$ cat config.mk
export PLATFORM = sky130hd
export DESIGN_NAME = lft_frame_timing
export DESIGN_NICKNAME = d
export VERILOG_FILES = /design/src/pkg/lft_pkg.sv /design/src/logic/lft_frame_timing.sv
export SDC_FILE = /design/constraint.sdc
export NUM_CORES = 1
export LEC_CHECK = 0
export BUFFER_PORTS_ARGS = -buffer_cell sky130_fd_sc_hd__buf_2
export CORE_AREA = 5 5 149 151
export CTS_CLUSTER_DIAMETER = 50
export DETAILED_ROUTE_END_ITERATION = 7
export DIE_AREA = 0 0 154 156
export PLACE_DENSITY = 0.81
export SYNTH_ARGS = -nofsm -noshare
export SYNTH_HDL_FRONTEND = slang
export SYNTH_SLANG_ARGS = --single-unit
$ cat constraint.sdc
create_clock -name clk_in -period 16.85 [get_ports clk_in]
set_input_delay 2.5275 -clock clk_in [delete_from_list [all_inputs] [get_ports clk_in]]
set_output_delay 2.5275 -clock clk_in [all_outputs]
set_load 0.1 [all_outputs]
$ cat src/pkg/lft_pkg.sv
// constants and types of the display frame timing block
//****************************************************************
// Overview of operation
//****************************************************************
// Overview of operation
// - common and segment levels change at the slot ends made by the divider chain.
// - static multiplex divides the chosen source by 4 times 1 times prescale times 32.
// - two-common multiplex divides the chosen source by 2 times 2 times prescale times 32.
// - three-common multiplex divides the chosen source by 1 times 3 times prescale times 32.
// - four-common multiplex divides the chosen source by 1 times 4 times prescale times 32.
// - the source is the system clock over 256, the secondary oscillator or the slow oscillator.
// - control holds a 2-bit multiplex select, a 2-bit source select and a sleep-run bit.
// - a frame interrupt flag and its enable exist; software clears the flag while setting up.
// - the display is driven only while the enable bit of control is set, written last.
// - writing zero to all control bits stops the common and segment drive.
// - multiplex select 00, 01, 10, 11 means one, two, three or four active commons.
// - a pin is a segment driver when its enable bit is one, overriding its direction.
// - each pixel data bit sets one pixel at one common and segment crossing.
`default_nettype none
package lft_pkg;
    // register byte addresses
    localparam logic [11:0] ADDR_PRESCALE = 12'h0000;
    localparam logic [11:0] ADDR_SEG_EN   = 12'h0004;
    localparam logic [11:0] ADDR_CONTROL  = 12'h0008;
    localparam logic [11:0] ADDR_IRQ_STAT = 12'h000C;
    localparam logic [11:0] ADDR_IRQ_MASK = 12'h0010;
    localparam logic [11:0] ADDR_PIX_BASE = 12'h0020;
    localparam int          PIX_REGS      = 12;
    // geometry
    localparam int          NUM_SEG       = 24;
    localparam int          NUM_COM       = 4;
    localparam int          SEG_PER_REG   = 8;
    // control field positions
    localparam int          CTL_MUX_LSB   = 0;
    localparam int          CTL_SRC_LSB   = 2;
    localparam int          CTL_SLEEP_RUN = 6;
    localparam int          CTL_ENABLE    = 7;
    localparam int          IRQ_FRAME_BIT = 0;
    // reset values
    localparam logic [3:0]  RST_PRESCALE  = 4'h0;
    localparam logic [23:0] RST_SEG_EN    = 24'h00_0000;
    localparam logic [7:0]  RST_CONTROL   = 8'h00;
    localparam logic [7:0]  RST_PIXEL     = 8'h00;
    // divider figures
    localparam int          SYS_DIV       = 256;
    localparam int          FRAME_BASE    = 32;
    localparam int          SLOT_W        = 11;
    // multiplex modes
    typedef enum logic [1:0] {
        LFT_MUX_STATIC = 2'b00,
        LFT_MUX_TWO    = 2'b01,
        LFT_MUX_THREE  = 2'b10,
        LFT_MUX_FOUR   = 2'b11
    } lft_mux_t;
    // frame clock sources
    typedef enum logic [1:0] {
        LFT_SRC_SYS    = 2'b00,
        LFT_SRC_SECOND = 2'b01,
        LFT_SRC_SLOW   = 2'b10,
        LFT_SRC_NONE   = 2'b11
    } lft_src_t;
endpackage : lft_pkg
`default_nettype wire

$ cat src/logic/lft_frame_timing.sv
// display frame timing block: apb registers, frame divider, common and segment drive
`default_nettype none
module lft_frame_timing (
    // clock and reset
    input  wire logic        clk_in,
    input  wire logic        resetn_in,
    // apb slave
    input  wire logic        psel_in,
    input  wire logic        penable_in,
    input  wire logic        pwrite_in,
    input  wire logic [11:0] paddr_in,
    input  wire logic [31:0] pwdata_in,
    output logic             pready_out,
    output logic [31:0]      prdata_out,
    output logic             pslverr_out,
    // clock source ticks and power state
    input  wire logic        second_osc_tick_in,
    input  wire logic        slow_osc_tick_in,
    input  wire logic        sleep_in,
    // glass drive
    output logic [3:0]       com_en_out,
    output logic [3:0]       com_level_out,
    output logic [23:0]      seg_drive_en_out,
    output logic [23:0]      seg_level_out,
    // interrupt
    output logic             irq_out
);
    //****************************************************************
    // helper functions
    //****************************************************************
    // first divider stage per multiplex mode
    function automatic logic [2:0] pre_div(input logic [1:0] mux);
        unique case (lft_pkg::lft_mux_t'(mux))
            lft_pkg::LFT_MUX_STATIC: pre_div = 3'h4;
            lft_pkg::LFT_MUX_TWO:    pre_div = 3'h2;
            lft_pkg::LFT_MUX_THREE:  pre_div = 3'h1;
            lft_pkg::LFT_MUX_FOUR:   pre_div = 3'h1;
        endcase
    endfunction : pre_div

    // number of commons in use, also the slots per frame
    function automatic logic [2:0] com_count(input logic [1:0] mux);
        com_count = 3'({1'b0, mux} + 3'h1);
    endfunction : com_count

    //****************************************************************
    // register file and apb slave
    //****************************************************************
    logic [3:0]  prescale;
    logic [23:0] seg_en;
    logic [7:0]  control;
    logic        irq_flag;
    logic        irq_mask;
    logic [7:0]  pixel [lft_pkg::PIX_REGS];
    logic [31:0] prdata;
    logic        pslverr;
    logic [3:0]  next_prescale;
    logic [23:0] next_seg_en;
    logic [7:0]  next_control;
    logic        next_irq_flag;
    logic        next_irq_mask;
    logic [7:0]  next_pixel [lft_pkg::PIX_REGS];
    logic [31:0] next_prdata;
    logic        next_pslverr;
    logic        frame_end;
    logic        wr_en;
    logic        cfg_write;

    assign wr_en = psel_in & penable_in & pwrite_in;
    // any timing write restarts the frame so that the new ratio applies cleanly
    assign cfg_write = wr_en & (paddr_in == lft_pkg::ADDR_PRESCALE
                                || paddr_in == lft_pkg::ADDR_CONTROL);

    // decode writes in the access cycle and prepare read data during the setup cycle
    always_comb begin
        next_prescale = prescale;
        next_seg_en   = seg_en;
        next_control  = control;
        next_irq_mask = irq_mask;
        next_pixel    = pixel;
        next_prdata   = prdata;
        next_pslverr  = pslverr;
        // flag clear by writing one; a frame end in the same cycle wins
        next_irq_flag = irq_flag;
        if (wr_en && paddr_in == lft_pkg::ADDR_IRQ_STAT
            && pwdata_in[lft_pkg::IRQ_FRAME_BIT]) begin
            next_irq_flag = 1'b0;
        end
        if (frame_end) begin
            next_irq_flag = 1'b1;
        end
        if (wr_en) begin
            unique case (paddr_in)
                lft_pkg::ADDR_PRESCALE: next_prescale = pwdata_in[3:0];
                lft_pkg::ADDR_SEG_EN:   next_seg_en   = pwdata_in[23:0];
                lft_pkg::ADDR_CONTROL:  next_control  = pwdata_in[7:0];
                lft_pkg::ADDR_IRQ_MASK: next_irq_mask = pwdata_in[0];
                default: begin
                    for (int i = 0; i < lft_pkg::PIX_REGS; i++) begin
                        if (paddr_in == 12'(lft_pkg::ADDR_PIX_BASE + 4 * i)) begin
                            next_pixel[i] = pwdata_in[7:0];
                        end
                    end
                end
            endcase
        end
        if (psel_in && !penable_in) begin
            next_pslverr = 1'b0;
            unique case (paddr_in)
                lft_pkg::ADDR_PRESCALE: next_prdata = {28'h000_0000, prescale};
                lft_pkg::ADDR_SEG_EN:   next_prdata = {8'h00, seg_en};
                lft_pkg::ADDR_CONTROL:  next_prdata = {24'h00_0000, control};
                lft_pkg::ADDR_IRQ_STAT: next_prdata = {31'h0000_0000, irq_flag};
                lft_pkg::ADDR_IRQ_MASK: next_prdata = {31'h0000_0000, irq_mask};
                default: begin
                    // unmapped words answer zero with an error
                    next_prdata  = 32'h0000_0000;
                    next_pslverr = 1'b1;
                    for (int i = 0; i < lft_pkg::PIX_REGS; i++) begin
                        if (paddr_in == 12'(lft_pkg::ADDR_PIX_BASE + 4 * i)) begin
                            next_prdata  = {24'h00_0000, pixel[i]};
                            next_pslverr = 1'b0;
                        end
                    end
                end
            endcase
        end
    end

    // register stage of the register file
    always_ff @(posedge clk_in) begin
        if (!resetn_in) begin
            prescale <= lft_pkg::RST_PRESCALE;
            seg_en   <= lft_pkg::RST_SEG_EN;
            control  <= lft_pkg::RST_CONTROL;
            irq_flag <= 1'b0;
            irq_mask <= 1'b0;
            prdata   <= 32'h0000_0000;
            pslverr  <= 1'b0;
            for (int i = 0; i < lft_pkg::PIX_REGS; i++) begin
                pixel[i] <= lft_pkg::RST_PIXEL;
            end
        end else begin
            prescale <= next_prescale;
            seg_en   <= next_seg_en;
            control  <= next_control;
            irq_flag <= next_irq_flag;
            irq_mask <= next_irq_mask;
            prdata   <= next_prdata;
            pslverr  <= next_pslverr;
            pixel    <= next_pixel;
        end
    end

    assign pready_out  = 1'b1;  // zero wait states, read data registered at the end of setup
    assign prdata_out  = prdata;
    assign pslverr_out = pslverr & psel_in & penable_in;
    assign irq_out     = irq_flag & irq_mask;

    //****************************************************************
    // frame divider chain
    //****************************************************************
    logic [1:0]        mux;
    logic              enable;
    logic              run;
    logic              src_tick;
    logic              sys_tick;
    logic [7:0]        sys_cnt;
    logic [7:0]        next_sys_cnt;
    logic [lft_pkg::SLOT_W-1:0] slot_cnt;
    logic [lft_pkg::SLOT_W-1:0] next_slot_cnt;
    logic [lft_pkg::SLOT_W-1:0] slot_len;
    logic [1:0]        slot_idx;
    logic [1:0]        next_slot_idx;
    logic              slot_end;

    assign mux    = control[lft_pkg::CTL_MUX_LSB +: 2];
    assign enable = control[lft_pkg::CTL_ENABLE];
    // system clock stops in sleep; the drive then runs only if asked to
    assign run    = enable & (~sleep_in | control[lft_pkg::CTL_SLEEP_RUN]);
    assign sys_tick = (sys_cnt == 8'(lft_pkg::SYS_DIV - 1)) & ~sleep_in;
    // one slot is a frame shared among the used commons
    assign slot_len = lft_pkg::SLOT_W'(pre_div(mux) * prescale * lft_pkg::FRAME_BASE);

    // source selection; the spare code feeds no ticks
    always_comb begin
        unique case (lft_pkg::lft_src_t'(control[lft_pkg::CTL_SRC_LSB +: 2]))
            lft_pkg::LFT_SRC_SYS:    src_tick = sys_tick;
            lft_pkg::LFT_SRC_SECOND: src_tick = second_osc_tick_in;
            lft_pkg::LFT_SRC_SLOW:   src_tick = slow_osc_tick_in;
            lft_pkg::LFT_SRC_NONE:   src_tick = 1'b0;
        endcase
    end

    // slot ends on its last tick; a zero prescale never ends a slot
    assign slot_end  = run & src_tick & (slot_len != '0) & (slot_cnt == slot_len - 1'b1);
    assign frame_end = slot_end & ({1'b0, slot_idx} == com_count(mux) - 3'h1);

    // divider next values
    always_comb begin
        next_sys_cnt  = sleep_in ? sys_cnt : sys_cnt + 8'h01;
        next_slot_cnt = slot_cnt;
        next_slot_idx = slot_idx;
        if (!run || cfg_write) begin
            next_slot_cnt = '0;
            next_slot_idx = 2'h0;
        end else if (slot_end) begin
            next_slot_cnt = '0;
            next_slot_idx = frame_end ? 2'h0 : slot_idx + 2'h1;
        end else if (src_tick) begin
            next_slot_cnt = slot_cnt + 1'b1;
        end
    end

    // divider registers
    always_ff @(posedge clk_in) begin
        if (!resetn_in) begin
            sys_cnt  <= 8'h00;
            slot_cnt <= '0;
            slot_idx <= 2'h0;
        end else begin
            sys_cnt  <= next_sys_cnt;
            slot_cnt <= next_slot_cnt;
            slot_idx <= next_slot_idx;
        end
    end

    //****************************************************************
    // common and segment drive
    //****************************************************************
    logic        polarity;
    logic        next_polarity;
    logic [3:0]  next_com_en;
    logic [3:0]  next_com_level;
    logic [23:0] next_seg_drive_en;
    logic [23:0] next_seg_level;

    // levels refresh at slot ends and clear while disabled; polarity flips per frame for dc balance
    always_comb begin
        next_polarity     = polarity;
        next_com_en       = com_en_out;
        next_com_level    = com_level_out;
        next_seg_drive_en = enable ? seg_en : 24'h00_0000;
        next_seg_level    = seg_level_out;
        if (!enable) begin
            next_polarity  = 1'b0;
            next_com_en    = 4'h0;
            next_com_level = 4'h0;
            next_seg_level = 24'h00_0000;
        end else if (slot_end) begin
            next_polarity = frame_end ? ~polarity : polarity;
            for (int c = 0; c < lft_pkg::NUM_COM; c++) begin
                next_com_en[c]    = (3'(c) < com_count(mux));
                next_com_level[c] = next_com_en[c] & ((2'(c) == next_slot_idx) ^ polarity);
            end
            for (int s = 0; s < lft_pkg::NUM_SEG; s++) begin
                next_seg_level[s] = seg_en[s] & (polarity ^
                    pixel[next_slot_idx * 3 + s / lft_pkg::SEG_PER_REG]
                         [s % lft_pkg::SEG_PER_REG]);
            end
        end
    end

    // drive registers
    always_ff @(posedge clk_in) begin
        if (!resetn_in) begin
            polarity         <= 1'b0;
            com_en_out       <= 4'h0;
            com_level_out    <= 4'h0;
            seg_drive_en_out <= 24'h00_0000;
            seg_level_out    <= 24'h00_0000;
        end else begin
            polarity         <= next_polarity;
            com_en_out       <= next_com_en;
            com_level_out    <= next_com_level;
            seg_drive_en_out <= next_seg_drive_en;
            seg_level_out    <= next_seg_level;
        end
    end

    //****************************************************************
    // checks
    //****************************************************************
    logic [11:0] chk_ticks;
    logic [11:0] chk_expect;

    // independent tick count over one frame
    always_ff @(posedge clk_in) begin
        if (!resetn_in || !run || cfg_write || frame_end) begin
            chk_ticks <= 12'h000;
        end else if (src_tick) begin
            chk_ticks <= chk_ticks + 12'h001;
        end
    end
    always_comb begin
        unique case (mux)
            2'b00: chk_expect = 12'(4 * 1 * prescale * 32);
            2'b01: chk_expect = 12'(2 * 2 * prescale * 32);
            2'b10: chk_expect = 12'(1 * 3 * prescale * 32);
            2'b11: chk_expect = 12'(1 * 4 * prescale * 32);
        endcase
    end
endmodule : lft_frame_timing
`default_nettype wire

After elaboration in Yosys (flattened, before gate mapping) --
Index checks and enable logic that the tools add are counted.
Word-level totals: output and inout port bits 91, word-level logic and storage cells 225, flip-flop bits (word level) 245
Cells by class: add/subtract/negate cells 8, $lt $le $gt $ge 7, reductions and logical operators 35, bitwise operators 76, equal/unequal tests 28, $mul 2, multiplexer cells 42
Operator list (count):
- $mux W32 | 11
- $pmux W32 S5 | 1
- $ge A33 B5 Y1 const B | 3
- $bmux W8 S4 | 3
- $eq A12 B6 Y1 const B | 8
- $not A5 Y33 | 2
- $mux W8 | 7
- $eq A12 B7 Y1 const B | 4
- $and A1 B1 Y1 | 40
- $reduce_and A3 Y1 | 12
- $not A4 Y33 | 1
- $xor A1 B1 Y1 | 28
- $eq A12 B4 Y1 const B | 2
- $mux W1 | 15
- $eq A12 B3 Y1 const B | 1
- $eq A12 B5 Y1 const B | 1
- $logic_not A12 Y1 | 1
- $reduce_and A2 Y1 | 6
- $add A11 B1 Y11 const B | 1
- $eq A11 B11 Y1 | 1
- $reduce_bool A11 Y1 | 1
- $sub A11 B1 Y11 const B | 1
- $pmux W3 S3 | 1
- $add A8 B1 Y8 const B | 1
- 28 further kinds | 46

Longest topological paths before layout --
Gate-level depths: netlist (run 1).
depth in word-level cells 19, mapped depth 26

Least setup slack after synthesis (run 1) --
Ideal clock, no wire load.
kind in2reg, start point input port sleep_in, end point register seg_level_out[7], slack 10.109 ns, stages on the path 17, buffers on the path 4, data arrival time 6.619 ns, cell sequence inv_1 o21ai_0 or4_4 nor4_1 and2_1 o211a_1 buf_2 nand2_1 clkbuf_1 ha_1 clkbuf_1 inv_2 buf_2 a31oi_2 a22oi_1 and4bb_1 a311o_1
On the way: word-level cells in the longest chain between the ends 17
RTL lines:
- start: declaration | line lft_frame_timing.sv:19 | input wire logic sleep_in,
- $not A1 Y1 * | line lft_frame_timing.sv:180, lft_frame_timing.sv:181
- $and A1 B1 Y1 / $or A1 B1 Y1 (equally long branches) | line lft_frame_timing.sv:181, lft_frame_timing.sv:180
- $pmux W1 S4 / $and A1 B1 Y1 (equally long branches) | line lft_frame_timing.sv:187, lft_frame_timing.sv:180
- $and A1 B1 Y1 (3 in a row) | line lft_frame_timing.sv:196 | assign slot_end = run & src_tick & (slot_len != '0) & (slot_cnt == slot_len - 1'b1);
- $and A1 B1 Y1 | line lft_frame_timing.sv:197 | assign frame_end = slot_end & ({1'b0, slot_idx} == com_count(mux) - 3'h1);
- $mux W2 | line lft_frame_timing.sv:209 | next_slot_idx = frame_end ? 2'h0 : slot_idx + 2'h1;
- $mux W2 | line lft_frame_timing.sv:207 | end else if (slot_end) begin
- $mux W2 | line lft_frame_timing.sv:204 | if (!run || cfg_write) begin
- $mul A2 B2 Y4 | line lft_frame_timing.sv:258 | pixel[next_slot_idx * 3 + s / lft_pkg::SEG_PER_REG]
- $not A4 Y33 (not written as such) | line lft_frame_timing.sv:258
- $bmux W8 S4 | line lft_frame_timing.sv:258
- $mux W8 (not written as such) (2 in a row) | line lft_frame_timing.sv:258
- $xor A1 B1 Y1 | line lft_frame_timing.sv:257 | next_seg_level[s] = seg_en[s] & (polarity ^
- $and A1 B1 Y1 | line lft_frame_timing.sv:257
- end signal: assignment | line lft_frame_timing.sv:277 | seg_level_out <= next_seg_level;
- end: declaration | line lft_frame_timing.sv:24 | output logic [23:0] seg_level_out,
Mark *: on every way between the ends. The rest lies on a longest branch, timed or not. The select of a mux whose other input is x is not followed. A chain may end at the register's enable or synchronous reset.

Worst setup path after layout (run 1) --
start point register control[0], end point register seg_level_out[7]
On the way: word-level cells in the longest chain between the ends 18
RTL lines:
- start: declaration | line lft_frame_timing.sv:51 | logic [7:0] control;
- start signal: assignment | line lft_frame_timing.sv:135 | control <= lft_pkg::RST_CONTROL;
- start signal: assignment | line lft_frame_timing.sv:146 | control <= next_control;
- $eq A2 B2 Y1 | line lft_frame_timing.sv:33 | unique case (lft_pkg::lft_mux_t'(mux))
- $reduce_or A2 Y1 (no line)
- $pmux W3 S3 | line lft_frame_timing.sv:33
- $mul A3 B4 Y6 | line lft_frame_timing.sv:183 | assign slot_len = lft_pkg::SLOT_W'(pre_div(mux) * prescale * lft_pkg::FRAME_BASE);
- $sub A11 B1 Y11 / $reduce_bool A11 Y1 (equally long branches) | line lft_frame_timing.sv:196
- $eq A11 B11 Y1 / $and A1 B1 Y1 (equally long branches) | line lft_frame_timing.sv:196
- $and A1 B1 Y1 | line lft_frame_timing.sv:196
- $and A1 B1 Y1 | line lft_frame_timing.sv:197
- $mux W2 | line lft_frame_timing.sv:209
- $mux W2 | line lft_frame_timing.sv:207
- $mux W2 | line lft_frame_timing.sv:204
- $mul A2 B2 Y4 | line lft_frame_timing.sv:258
- $not A4 Y33 (not written as such) | line lft_frame_timing.sv:258
- $bmux W8 S4 | line lft_frame_timing.sv:258
- $mux W8 (not written as such) (2 in a row) | line lft_frame_timing.sv:258
- $xor A1 B1 Y1 | line lft_frame_timing.sv:257
- $and A1 B1 Y1 | line lft_frame_timing.sv:257
Several ways; a longest one is shown, not always the timed one. The select of a mux whose other input is x is not followed.

==> run_results.csv, run 1 <==
group,metric,value,unit
cts,cts_tree,"done",
sta,setup_viol,0,
synthesis,synthFlopType,"dfxtp_1",
floorplanning,start_util,62.7,%
floorplanning,die_h,156,um
place,dp_slack,9020,ps
sta,fin_crit,7570,ps
synthesis,synth_largest_area_cell,"dfxtp_1",
global_routing,grt_max_degree,90,
layout,syn_to_final_growth,13.0,%
sta,drv_slew,0,
worst_setup_path,cp_slowest_stage_delay,940,ps
worst_hold_path,hold_path_class,"reg -> reg",
floorplanning,design.core.area,20700,um2
detailed_routing,detail-route-antenna-nets,0,
cts,cts_setup_buffers,0,
sta,hold_violations,0,
worst_setup_path,cp_data_required_time,17280,ps
sta,max_freq,132,MHz
sta,slew_headroom,25.2,%
worst_setup_path,cp_data_arrival_time,8000,ps
layout,final_cell_mix,"nand2_1 (253), dfxtp_1 (237), nand3_1 (161)",
cts,cts_resized,0,
sta,setup_ws,9280,ps
sta,finalSetupTns,0,ps
cts,root_buffer,"clkbuf_16",
synthesis,synth_mux_area_share,10.5,%
detailed_routing,vias,12400,
synthesis,synth_top_area_share,36.5,%
detailed_routing,drt_wl_total,42300,um
worst_setup_path,crit_type,"reg -> reg",
synthesis,synth-adder-area-share,2.20,%
floorplanning,die_area,24000,um2
synthesis,ys_warn_count,0,
synthesis,synth_area_leaders,"dfxtp_1 (37%), a21boi_0 (8.5%), mux4_2 (8.5%)",
synthesis,synth_edf_count,0,
worst_setup_path,crit_slowest_cell,"ha_1",
global_routing,grt_pass1_vias,11600,
synthesis,syn_area_per_cell,8.57,um2
cts,cts_num_sinks,237,
worst_setup_path,crit_path_end_kind,"flop",
sta,worst_slew_pin_slew,1120,ps
worst_setup_path,crit_chain,"inv_1, ha_1, and2_1, fa_1, ha_1, inv_1, fa_1, nor2b_1, and3_1, nor3b_1, mux2i_1, or4_1, buf_4, a21o_1, buf_4, inv_8, ha_1, mux4_2, a22oi_1, a21oi_1, a311o_1",
sta,clock_skew,15.3,ps
detailed_routing,first_pass_iters,7,
worst_setup_path,start_kind,"flop",
outcome,status,"finished clean",
detailed_routing,route.detailed.drc,0,
synthesis,synth_top_family_by_area,"simple AND/OR/NAND/NOR gates",
cts,cts_buffers,29,
layout,final_layout_size_suffix_gt1_share,16.9,%
synthesis,synth.cell_area,13000,um2
global_routing,grt_pass1_wl,65800,um
detailed_routing,drt_iter0_drc,1667,
cts,clock_latency,550,ps
synthesis,synth-xor-area-share,2.02,%
cts,path_clk_slew,60,ps
cts,htree_num_levels,1,
sta,grt_setup_unrepaired,"false",
synthesis,synth.distinct_cells,70,
global_routing,track_usage,34.2,%
run,drv_cap,0,
cts,cts_buffer_depth,3,
layout,fill_cells,1597,
synthesis,async_reset_ff_share,0,%
detailed_routing,wl_per_cell,22.6,um
layout,layout_commonest_cell,"nand2_1",
detailed_routing,vias_per_cell,6.63,
place,dpl.hpwl,28900,um
layout,diodes,0,
pwr,p_per_area,87.5,nW/um2
layout,fin_nets,1649,
global_routing,antenna_found_initial,0,
global_routing,overflow,0,
floorplanning,ioPinCount,143,
synthesis,netlist_instances,1515,
synthesis,synth_compound_area_share,19.0,%
sta,fin_crit_sh,44.9,%
place,io_buffers,125,
worst_setup_path,crit_fanout,64,
floorplanning,num_rows,53,
place,gp_congestion,0.947,
floorplanning,die_x,154,um
pwr,ir_drop,0.0806,mV
worst_setup_path,crit_top_cell,"ha_1",
pwr,p_leak,5.15,nW
synthesis,synth_seq_cells,237,
cts,postCtsHoldBufs,0,
pwr,power.total,1.28,mW
synthesis,synth-seq-area-share,36.5,%
synthesis,synth-simple-area-share,24.5,%
## metrics by stage
step,util [%],hold slack [ps],instance area (um2),instances
finish,70.9,461,14700,1872
global route,70.9,482,14700,1872
CTS,70.9,462,14700,1872
detailed placement,66.0,452,13600,1820
global placement,66.0,440,13600,1820
floorplan,-,439,13000,1522
## synthesized netlist by cell type, drive strengths merged, types with 4 or more instances
cell and number:
nand2 253, dfxtp 237, nand3 161, a21boi 147
clkbuf 108, a21oi 56, nor2 54, mux4 49
nand4 35, o21ai 33, and2 27, mux2i 25
buf 23, inv 23, and3 20, nor3 20
ha 18, o211ai 18, xnor2 17, nand4b 15
nor4 13, xor2 13, a222oi 12, nand3b 12
a22o 11, a31oi 11, nor2b 11, or3 11
a211o 9, a22oi 9, a211oi 7, a221oi 7
nor3b 7, a311o 4
## flip-flops by register name, indices dropped and copies added (netlist names), 8 cells and up
register / cells
pixel: 96
prdata_out: 24
seg_drive_en_out: 24
seg_en: 24
seg_level_out: 24
slot_cnt: 11
control: 8
sys_cnt: 8
## routing by layer
metal | GRT usage [%] | vias up | wire [um]
met5 | 0 | - | 0
li1 | - | 5629 | -
met4 | 17.3 | 0 | 2350
met1 | 45.0 | 5853 | 16200
met2 | 52.2 | 780 | 18600
met3 | 8.96 | 156 | 5210
## cells by family after synthesis
group | Yosys count
AOI/OAI and AO/OA | 345
xor gates and xnor gates | 30
adders and majority gates | 21
buffers and inverters | 154
DFF | 237
muxes | 75
other | 2
and+or+nand+nor | 651
## power breakdown
group          switching (mW)  internal (mW)  leakage (nW)  total (mW)
registers             0.00128          0.562          1.91       0.563
clock network           0.252          0.412         0.489       0.664
logic                  0.0430         0.0136          2.75      0.0566
total                   0.296          0.988          5.15        1.28
## cell type report
type,instances,area (um2),share of cell area [%]
inverters,23,93.8,0.640
repair buffers,154,846,5.76
clock inverters,14,225,1.54
flip-flops and latches,237,4740,32.3
multi-input cells,1131,7620,51.9
clock buffers,38,800,5.45
well taps,275,344,2.35
## path summary, 6_finish.rpt
kind | startpoint | end | cells after the start | slack (ps)
hold / removal | com_en_out[3] | com_en_out[3] | 2 | 460
setup reg to reg | control[0] | seg_level_out[7] | 21 | 9280
hold reg to reg | com_en_out[3] | com_en_out[3] | 2 | 460
setup / recovery | control[0] | seg_level_out[7] | 21 | 9280
## critical path, delay by kind of cell (launching register included)
kind	cells	cell delay [ps]
adders and majority gates	5	2480
and+or+nand+nor	5	1380
buffers and inverters	5	1170
AOI/OAI and AO/OA	4	1050
DFF	1	690
muxes	2	630
No activity file was read; power rests on OpenSTA's default activity.
==> run 2, diff against run 1 <==
--- a/config.mk
+++ b/config.mk
@@ -6,11 +6,11 @@
 export NUM_CORES = 1
 export LEC_CHECK = 0
 export BUFFER_PORTS_ARGS = -buffer_cell sky130_fd_sc_hd__buf_2
-export CORE_AREA = 5 5 149 151
+export CORE_AREA = 5 5 155 157
 export CTS_CLUSTER_DIAMETER = 50
 export DETAILED_ROUTE_END_ITERATION = 7
-export DIE_AREA = 0 0 154 156
-export PLACE_DENSITY = 0.81
+export DIE_AREA = 0 0 160 162
+export PLACE_DENSITY = 0.75
 export SYNTH_ARGS = -nofsm -noshare
 export SYNTH_HDL_FRONTEND = slang
 export SYNTH_SLANG_ARGS = --single-unit
==> constraint.sdc (replaced) <==
create_clock -name clk_in -period 7.1 [get_ports clk_in]
set_input_delay 1.065 -clock clk_in [delete_from_list [all_inputs] [get_ports clk_in]]
set_output_delay 1.065 -clock clk_in [all_outputs]
set_load 0.1 [all_outputs]
==> run 2 against run 1 <==
The flow now finishes with violations (DRC). Flip-flop and latch count stayed put. Cell count is 0.59% higher. Sequential power is 140% higher. Die area is 7.9% higher. Register-to-register slack worse by 8400 ps. Cell area hardly changed. Fmax is 21% higher. Power is 130% higher.
==> run_results.csv, run 2 (synthesis results as in run 1) <==
group,metric,value,unit
layout,final_cell_mix,"nand2_1 (253), dfxtp_1 (237), nand3_1 (161)",
cts,root_buffer,"clkbuf_16",
sta,fin_crit_sh,88.2,%
cts,htree_num_levels,1,
pwr,p_per_area,205,nW/um2
outcome,failed_checks,"DRC",
sta,hold_violations,0,
pwr,p_int,2.32,mW
global_routing,overflow,0,
layout,diodes,0,
run,drv_cap,0,
floorplanning,ioPinCount,143,
global_routing,grt_max_degree,100,
cts,path_clk_slew,60,ps
detailed_routing,wl_met2,17700,um
sta,setup_viol,0,
floorplanning,die_area,25900,um2
detailed_routing,wl_per_cell,22.1,um
floorplanning,start_util,58.0,%
detailed_routing,detail-route-antenna-nets,0,
sta,setup_ws,840,ps
detailed_routing,route.detailed.drc,2,
pwr,p_seq_share,44.4,%
worst_setup_path,cp_data_arrival_time,6730,ps
detailed_routing,first_pass_iters,8,
detailed_routing,vias,12400,
worst_hold_path,hold_path_class,"reg -> reg",
pwr,power.net_switching,0.697,mW
outcome,status,"finished with violations",
sta,finalSetupTns,0,ps
worst_setup_path,crit_fanout,15,
floorplanning,die_h,162,um
detailed_routing,vias_per_cell,6.61,
sta,drv_slew,0,
layout,fin_nets,1649,
place,io_buffers,125,
floorplanning,num_rows,55,
floorplanning,design.core.area,22400,um2
place,gp_congestion,0.970,
sta,clock_skew,12.3,ps
place,place_inst,1831,
global_routing,grt_pass1_wl,65200,um
pwr,pwr-share-clk,51.2,%
global_routing,track_usage,31.2,%
detailed_routing,wl_met3,5700,um
layout,fill_cells,1861,
floorplanning,die_x,160,um
layout,largest_register,"pixel",
cts,cts_resized,0,
pwr,power_frac_comb,4.5,%
layout,finalNonFillerCells,1883,
pwr,switching_share,23.1,%
global_routing,grt_pass1_vias,11600,
layout,final_layout_size_suffix_gt1_share,17.0,%
sta,max_freq,160,MHz
cts,cts_setup_buffers,0,
worst_setup_path,start_kind,"flop",
worst_setup_path,cp_data_required_time,7570,ps
layout,largest_reg_flops,96,
worst_setup_path,crit_path_end_kind,"flop",
pwr,ir_drop,0.198,mV
cts,cts_buffers,28,
worst_setup_path,crit_type,"reg -> reg",
layout,syn_to_final_growth,13.0,%
cts,clock_latency,550,ps
cts,cts_tree,"done",
sta,fin_crit,6260,ps
cts,cts_buffer_depth,3,
pwr,p_leak,5.16,nW
sta,slew_headroom,20.9,%
detailed_routing,topRoutingLayerUsed,"met4",
layout,layout_commonest_cell,"nand2_1",
global_routing,antenna_found_initial,0,
detailed_routing,drt_wl_total,41600,um
cts,cts_num_sinks,237,
sta,grt_setup_unrepaired,"false",
sta,worst_slew_pin_slew,1190,ps
place,dp_slack,918,ps
detailed_routing,m1WireLength,16100,um
cts,postCtsHoldBufs,0,
place,dpl.hpwl,29300,um
detailed_routing,drt_iter0_drc,1864,
run 2: cell types whose count changed in the layout (fill, tap and decap cells not counted):
cell / before / now
clkinv_2: 0 / 3
clkinvlp_4: 3 / 1
inv_6: 3 / 1
inv_8: 1 / 3
buf_4: 30 / 31
bufinv_16: 5 / 4
clkbuf_1: 5 / 4
clkbuf_8: 4 / 5
run 2: layout make-up:
| type | instances | area (um2) | area share (%) |
|---|---|---|---|
| clock inverter | 14 | 200 | 1.36 |
| timing repair buffer | 155 | 853 | 5.81 |
| multi-input combinational | 1131 | 7620 | 51.9 |
| tap | 285 | 357 | 2.43 |
| sequential | 237 | 4740 | 32.3 |
| inverter | 23 | 93.8 | 0.639 |
| clock buffer | 38 | 810 | 5.52 |
run 2: power groups by stage:
stage	combinational, mW	sequential [mW]	clock (mW)
after floorplan	0.0784	1.38	0
after global placement	0.131	1.37	0
after detailed placement	0.131	1.37	0
after CTS	0.132	1.34	1.55
after global routing	0.141	1.34	1.61
final	0.134	1.34	1.54
run 2: final timing paths:
kind / from / to / slack, ps / cells past startpoint
worst max-delay path: control[0] / seg_level_out[20] / 840 / 19
worst min-delay path: com_en_out[3] / com_en_out[3] / 460 / 2
worst max register to register: control[0] / seg_level_out[20] / 840 / 19
worst min register to register: com_en_out[3] / com_en_out[3] / 460 / 2
run 2: critical path, cell delays in order (launching register included):
cell and delay [ps]:
dfxtp_1 660, inv_1 140, ha_1 330, and2_1 210, fa_1 540, ha_1 160, inv_1 50, fa_1 500
nor2b_1 170, and3_1 170, nor3b_1 240, mux2i_1 200, or4_1 600, a21o_1 270, ha_1 210, inv_1 490
mux4_2 400, mux2i_1 480, a21oi_1 150, o211ai_1 190
run 2: per-layer routing:
metal	vias up	global-route usage (%)
met2	873	46.8
met1	5795	42.9
met5	-	0
li1	5635	-
met4	0	14.3
met3	143	7.26
run 2: metrics by stage:
| step | hold WS, ps | power [mW] | utilization [%] | area [um2] |
|---|---|---|---|---|
| global placement | 448 | 1.50 | 61.1 | 13700 |
| CTS | 461 | 3.02 | 65.6 | 14700 |
| global route | 473 | 3.09 | 65.6 | 14700 |
| floorplan | 439 | 1.46 | - | 13000 |
| detailed placement | 453 | 1.50 | 61.1 | 13700 |
| finish | 459 | 3.01 | 65.6 | 14700 |
==> run 3, diff against run 2 <==
--- a/config.mk
+++ b/config.mk
@@ -6,11 +6,11 @@
 export NUM_CORES = 1
 export LEC_CHECK = 0
 export BUFFER_PORTS_ARGS = -buffer_cell sky130_fd_sc_hd__buf_2
-export CORE_AREA = 5 5 155 157
+export CORE_AREA = 5 5 149 151
 export CTS_CLUSTER_DIAMETER = 50
 export DETAILED_ROUTE_END_ITERATION = 7
-export DIE_AREA = 0 0 160 162
-export PLACE_DENSITY = 0.75
+export DIE_AREA = 0 0 154 156
+export PLACE_DENSITY = 0.81
 export SYNTH_ARGS = -nofsm -noshare
 export SYNTH_HDL_FRONTEND = slang
 export SYNTH_SLANG_ARGS = --single-unit
==> constraint.sdc (replaced) <==
create_clock -name clk_in -period 7.79 [get_ports clk_in]
set_input_delay 1.1685 -clock clk_in [delete_from_list [all_inputs] [get_ports clk_in]]
set_output_delay 1.1685 -clock clk_in [all_outputs]
set_load 0.1 [all_outputs]
==> run 3 against run 2 <==
The run now ends clean. Global-route usage increased by 2.3 points. Combinational power shrank 9.7%. Worst hold slack got worse by 9.5 ps. Cell count shrank 0.48%. Clock skew is 2.4 ps lower. Register-to-register slack gained 220 ps. Sequential share of layout area increased by 0.15 points. Fmax is 6.9% lower. Flip-flop and latch count did not move. Largest power group unchanged.
==> run_results.csv, run 3 (synthesis results as in run 1) <==
group,metric,value,unit
sta,max_freq,149,MHz
global_routing,track_usage,33.5,%
layout,multi_input_area,7620,um2
detailed_routing,wl_per_cell,22.1,um
pwr,p_per_area,183,nW/um2
layout,fin_util,70.6,%
worst_setup_path,crit_fanout,33,
cts,cts_num_sinks,237,
worst_setup_path,crit_slowest_cell,"dfxtp_1",
worst_setup_path,crit_top_cell,"ha_1",
sta,worst_slew_pin_slew,1260,ps
floorplanning,design.core.area,20700,um2
sta,drv_slew,0,
cts,postCtsHoldBufs,0,
layout,diodes,0,
cts,cts_tree,"done",
worst_setup_path,cp_data_required_time,8220,ps
global_routing,antenna_found_initial,0,
floorplanning,num_rows,53,
place,io_buffers,125,
worst_setup_path,cp_num_buf_inv,4,
detailed_routing,wl_met2,17700,um
floorplanning,start_util,62.7,%
worst_setup_path,crit_chain,"inv_1, ha_1, and2_1, fa_1, ha_1, inv_1, fa_1, nor2b_1, and3_1, nor3b_1, mux2i_1, or4_1, a21o_1, buf_4, ha_1, buf_4, a31oi_2, a22oi_1, and4bb_1, a311o_1",
worst_hold_path,hold_path_class,"reg -> reg",
floorplanning,die_h,156,um
floorplanning,ioPinCount,143,
cts,cts_buffers,28,
sta,setup_ws,1060,ps
worst_setup_path,start_kind,"flop",
run,drv_cap,0,
global_routing,overflow,0,
sta,clock_skew,9.88,ps
layout,final_layout_size_suffix_gt1_share,17.2,%
place,gp_congestion,0.998,
pwr,ir_drop,0.181,mV
sta,fin_crit,6730,ps
layout,final_cell_mix,"nand2_1 (253), dfxtp_1 (237), nand3_1 (161)",
detailed_routing,m1WireLength,16200,um
detailed_routing,vias_per_cell,6.66,
floorplanning,die_area,24000,um2
sta,setup_viol,0,
cts,path_clk_slew,60,ps
detailed_routing,route.detailed.drc,0,
cts,cts_setup_buffers,0,
detailed_routing,wl_met3,5270,um
place,dp_slack,1230,ps
detailed_routing,topRoutingLayerUsed,"met4",
detailed_routing,detail-route-antenna-nets,0,
pwr,p_leak,5.14,nW
cts,cts_resized,0,
worst_setup_path,cp_top_family,"adder cells",
layout,seq_area,4740,um2
cts,clock_latency,540,ps
layout,fill_cells,1633,
detailed_routing,drt_iter0_drc,1501,
place,dpl.hpwl,28500,um
layout,largest_reg_flops,96,
layout,largest_register,"pixel",
detailed_routing,vias,12500,
sta,fin_crit_sh,86.3,%
worst_setup_path,cp_data_arrival_time,7160,ps
global_routing,grt_pass1_wl,65100,um
worst_setup_path,crit_path_end_kind,"flop",
floorplanning,die_x,154,um
layout,syn_to_final_growth,12.5,%
outcome,status,"finished clean",
sta,slew_headroom,16.1,%
detailed_routing,drt_wl_total,41400,um
cts,htree_num_levels,1,
sta,grt_setup_unrepaired,"false",
detailed_routing,first_pass_iters,6,
cts,root_buffer,"clkbuf_16",
layout,layout_commonest_cell,"nand2_1",
sta,finalSetupTns,0,ps
sta,hold_violations,0,
global_routing,grt_pass1_vias,11600,
cts,cts_buffer_depth,3,
worst_setup_path,crit_type,"reg -> reg",
worst_setup_path,cp_slowest_stage_delay,680,ps
global_routing,grt_max_degree,71,
layout,fin_nets,1651,
==> run 3: cell count changes in the layout (fill, tap and decap cells not counted), sizes merged <==
| cell | previous run | this run |
|---|---|---|
| clkinvlp | 1 | 3 |
| clkinv | 6 | 9 |
| inv | 26 | 27 |
| bufinv | 4 | 2 |
| buf | 155 | 157 |
| clkbuf | 38 | 33 |
==> run 3: final timing paths <==
check	from	end	slack, ps	cells after the start
worst max-delay path	control[0]	seg_level_out[7]	1060	20
worst max register to register	control[0]	seg_level_out[7]	1060	20
worst min-delay path	com_level_out[1]	com_level_out[1]	450	2
worst min register to register	com_level_out[1]	com_level_out[1]	450	2
==> run 3: routing by layer <==
metal | up-vias | track usage, %
met2 | 795 | 50.2
met5 | - | 0
met1 | 5902 | 46.0
met4 | 0 | 16.4
li1 | 5630 | -
met3 | 145 | 7.49
==> run 3: through the flow <==
step	std cells	hold slack, ps	power, mW	area (um2)
CTS	1874	452	2.67	14600
global route	1874	476	2.74	14600
floorplan	1522	439	1.33	13000
detailed placement	1823	443	1.36	13700
finish	1874	449	2.67	14600
global placement	1823	439	1.36	13700
==> run 3: final cells by class <==
cell class                      count  area share (%)
Multi-Input combinational cell   1131            52.1
Sequential cell                   237            32.5
Inverter                           23           0.642
Tap cell                          275            2.36
Timing Repair Buffer              157            5.94
Clock buffer                       33            5.21
Clock inverter                     18            1.22
==> run 3: worst register-to-register path: stages, from the launching register on <==
cell and delay, ps:
dfxtp_1 680, inv_1 150, ha_1 330, and2_1 210, fa_1 540, ha_1 170
inv_1 50, fa_1 490, nor2b_1 170, and3_1 180, nor3b_1 240, mux2i_1 220
or4_1 590, a21o_1 250, buf_4 290, ha_1 350, buf_4 280, a31oi_2 560
a22oi_1 300, and4bb_1 280, a311o_1 300
==> run 3: where the power goes <==
part	total, mW	internal [mW]	switching, mW
clock	1.33	0.774	0.555
combinational	0.121	0.0290	0.0925
sequential	1.22	1.22	0.00276
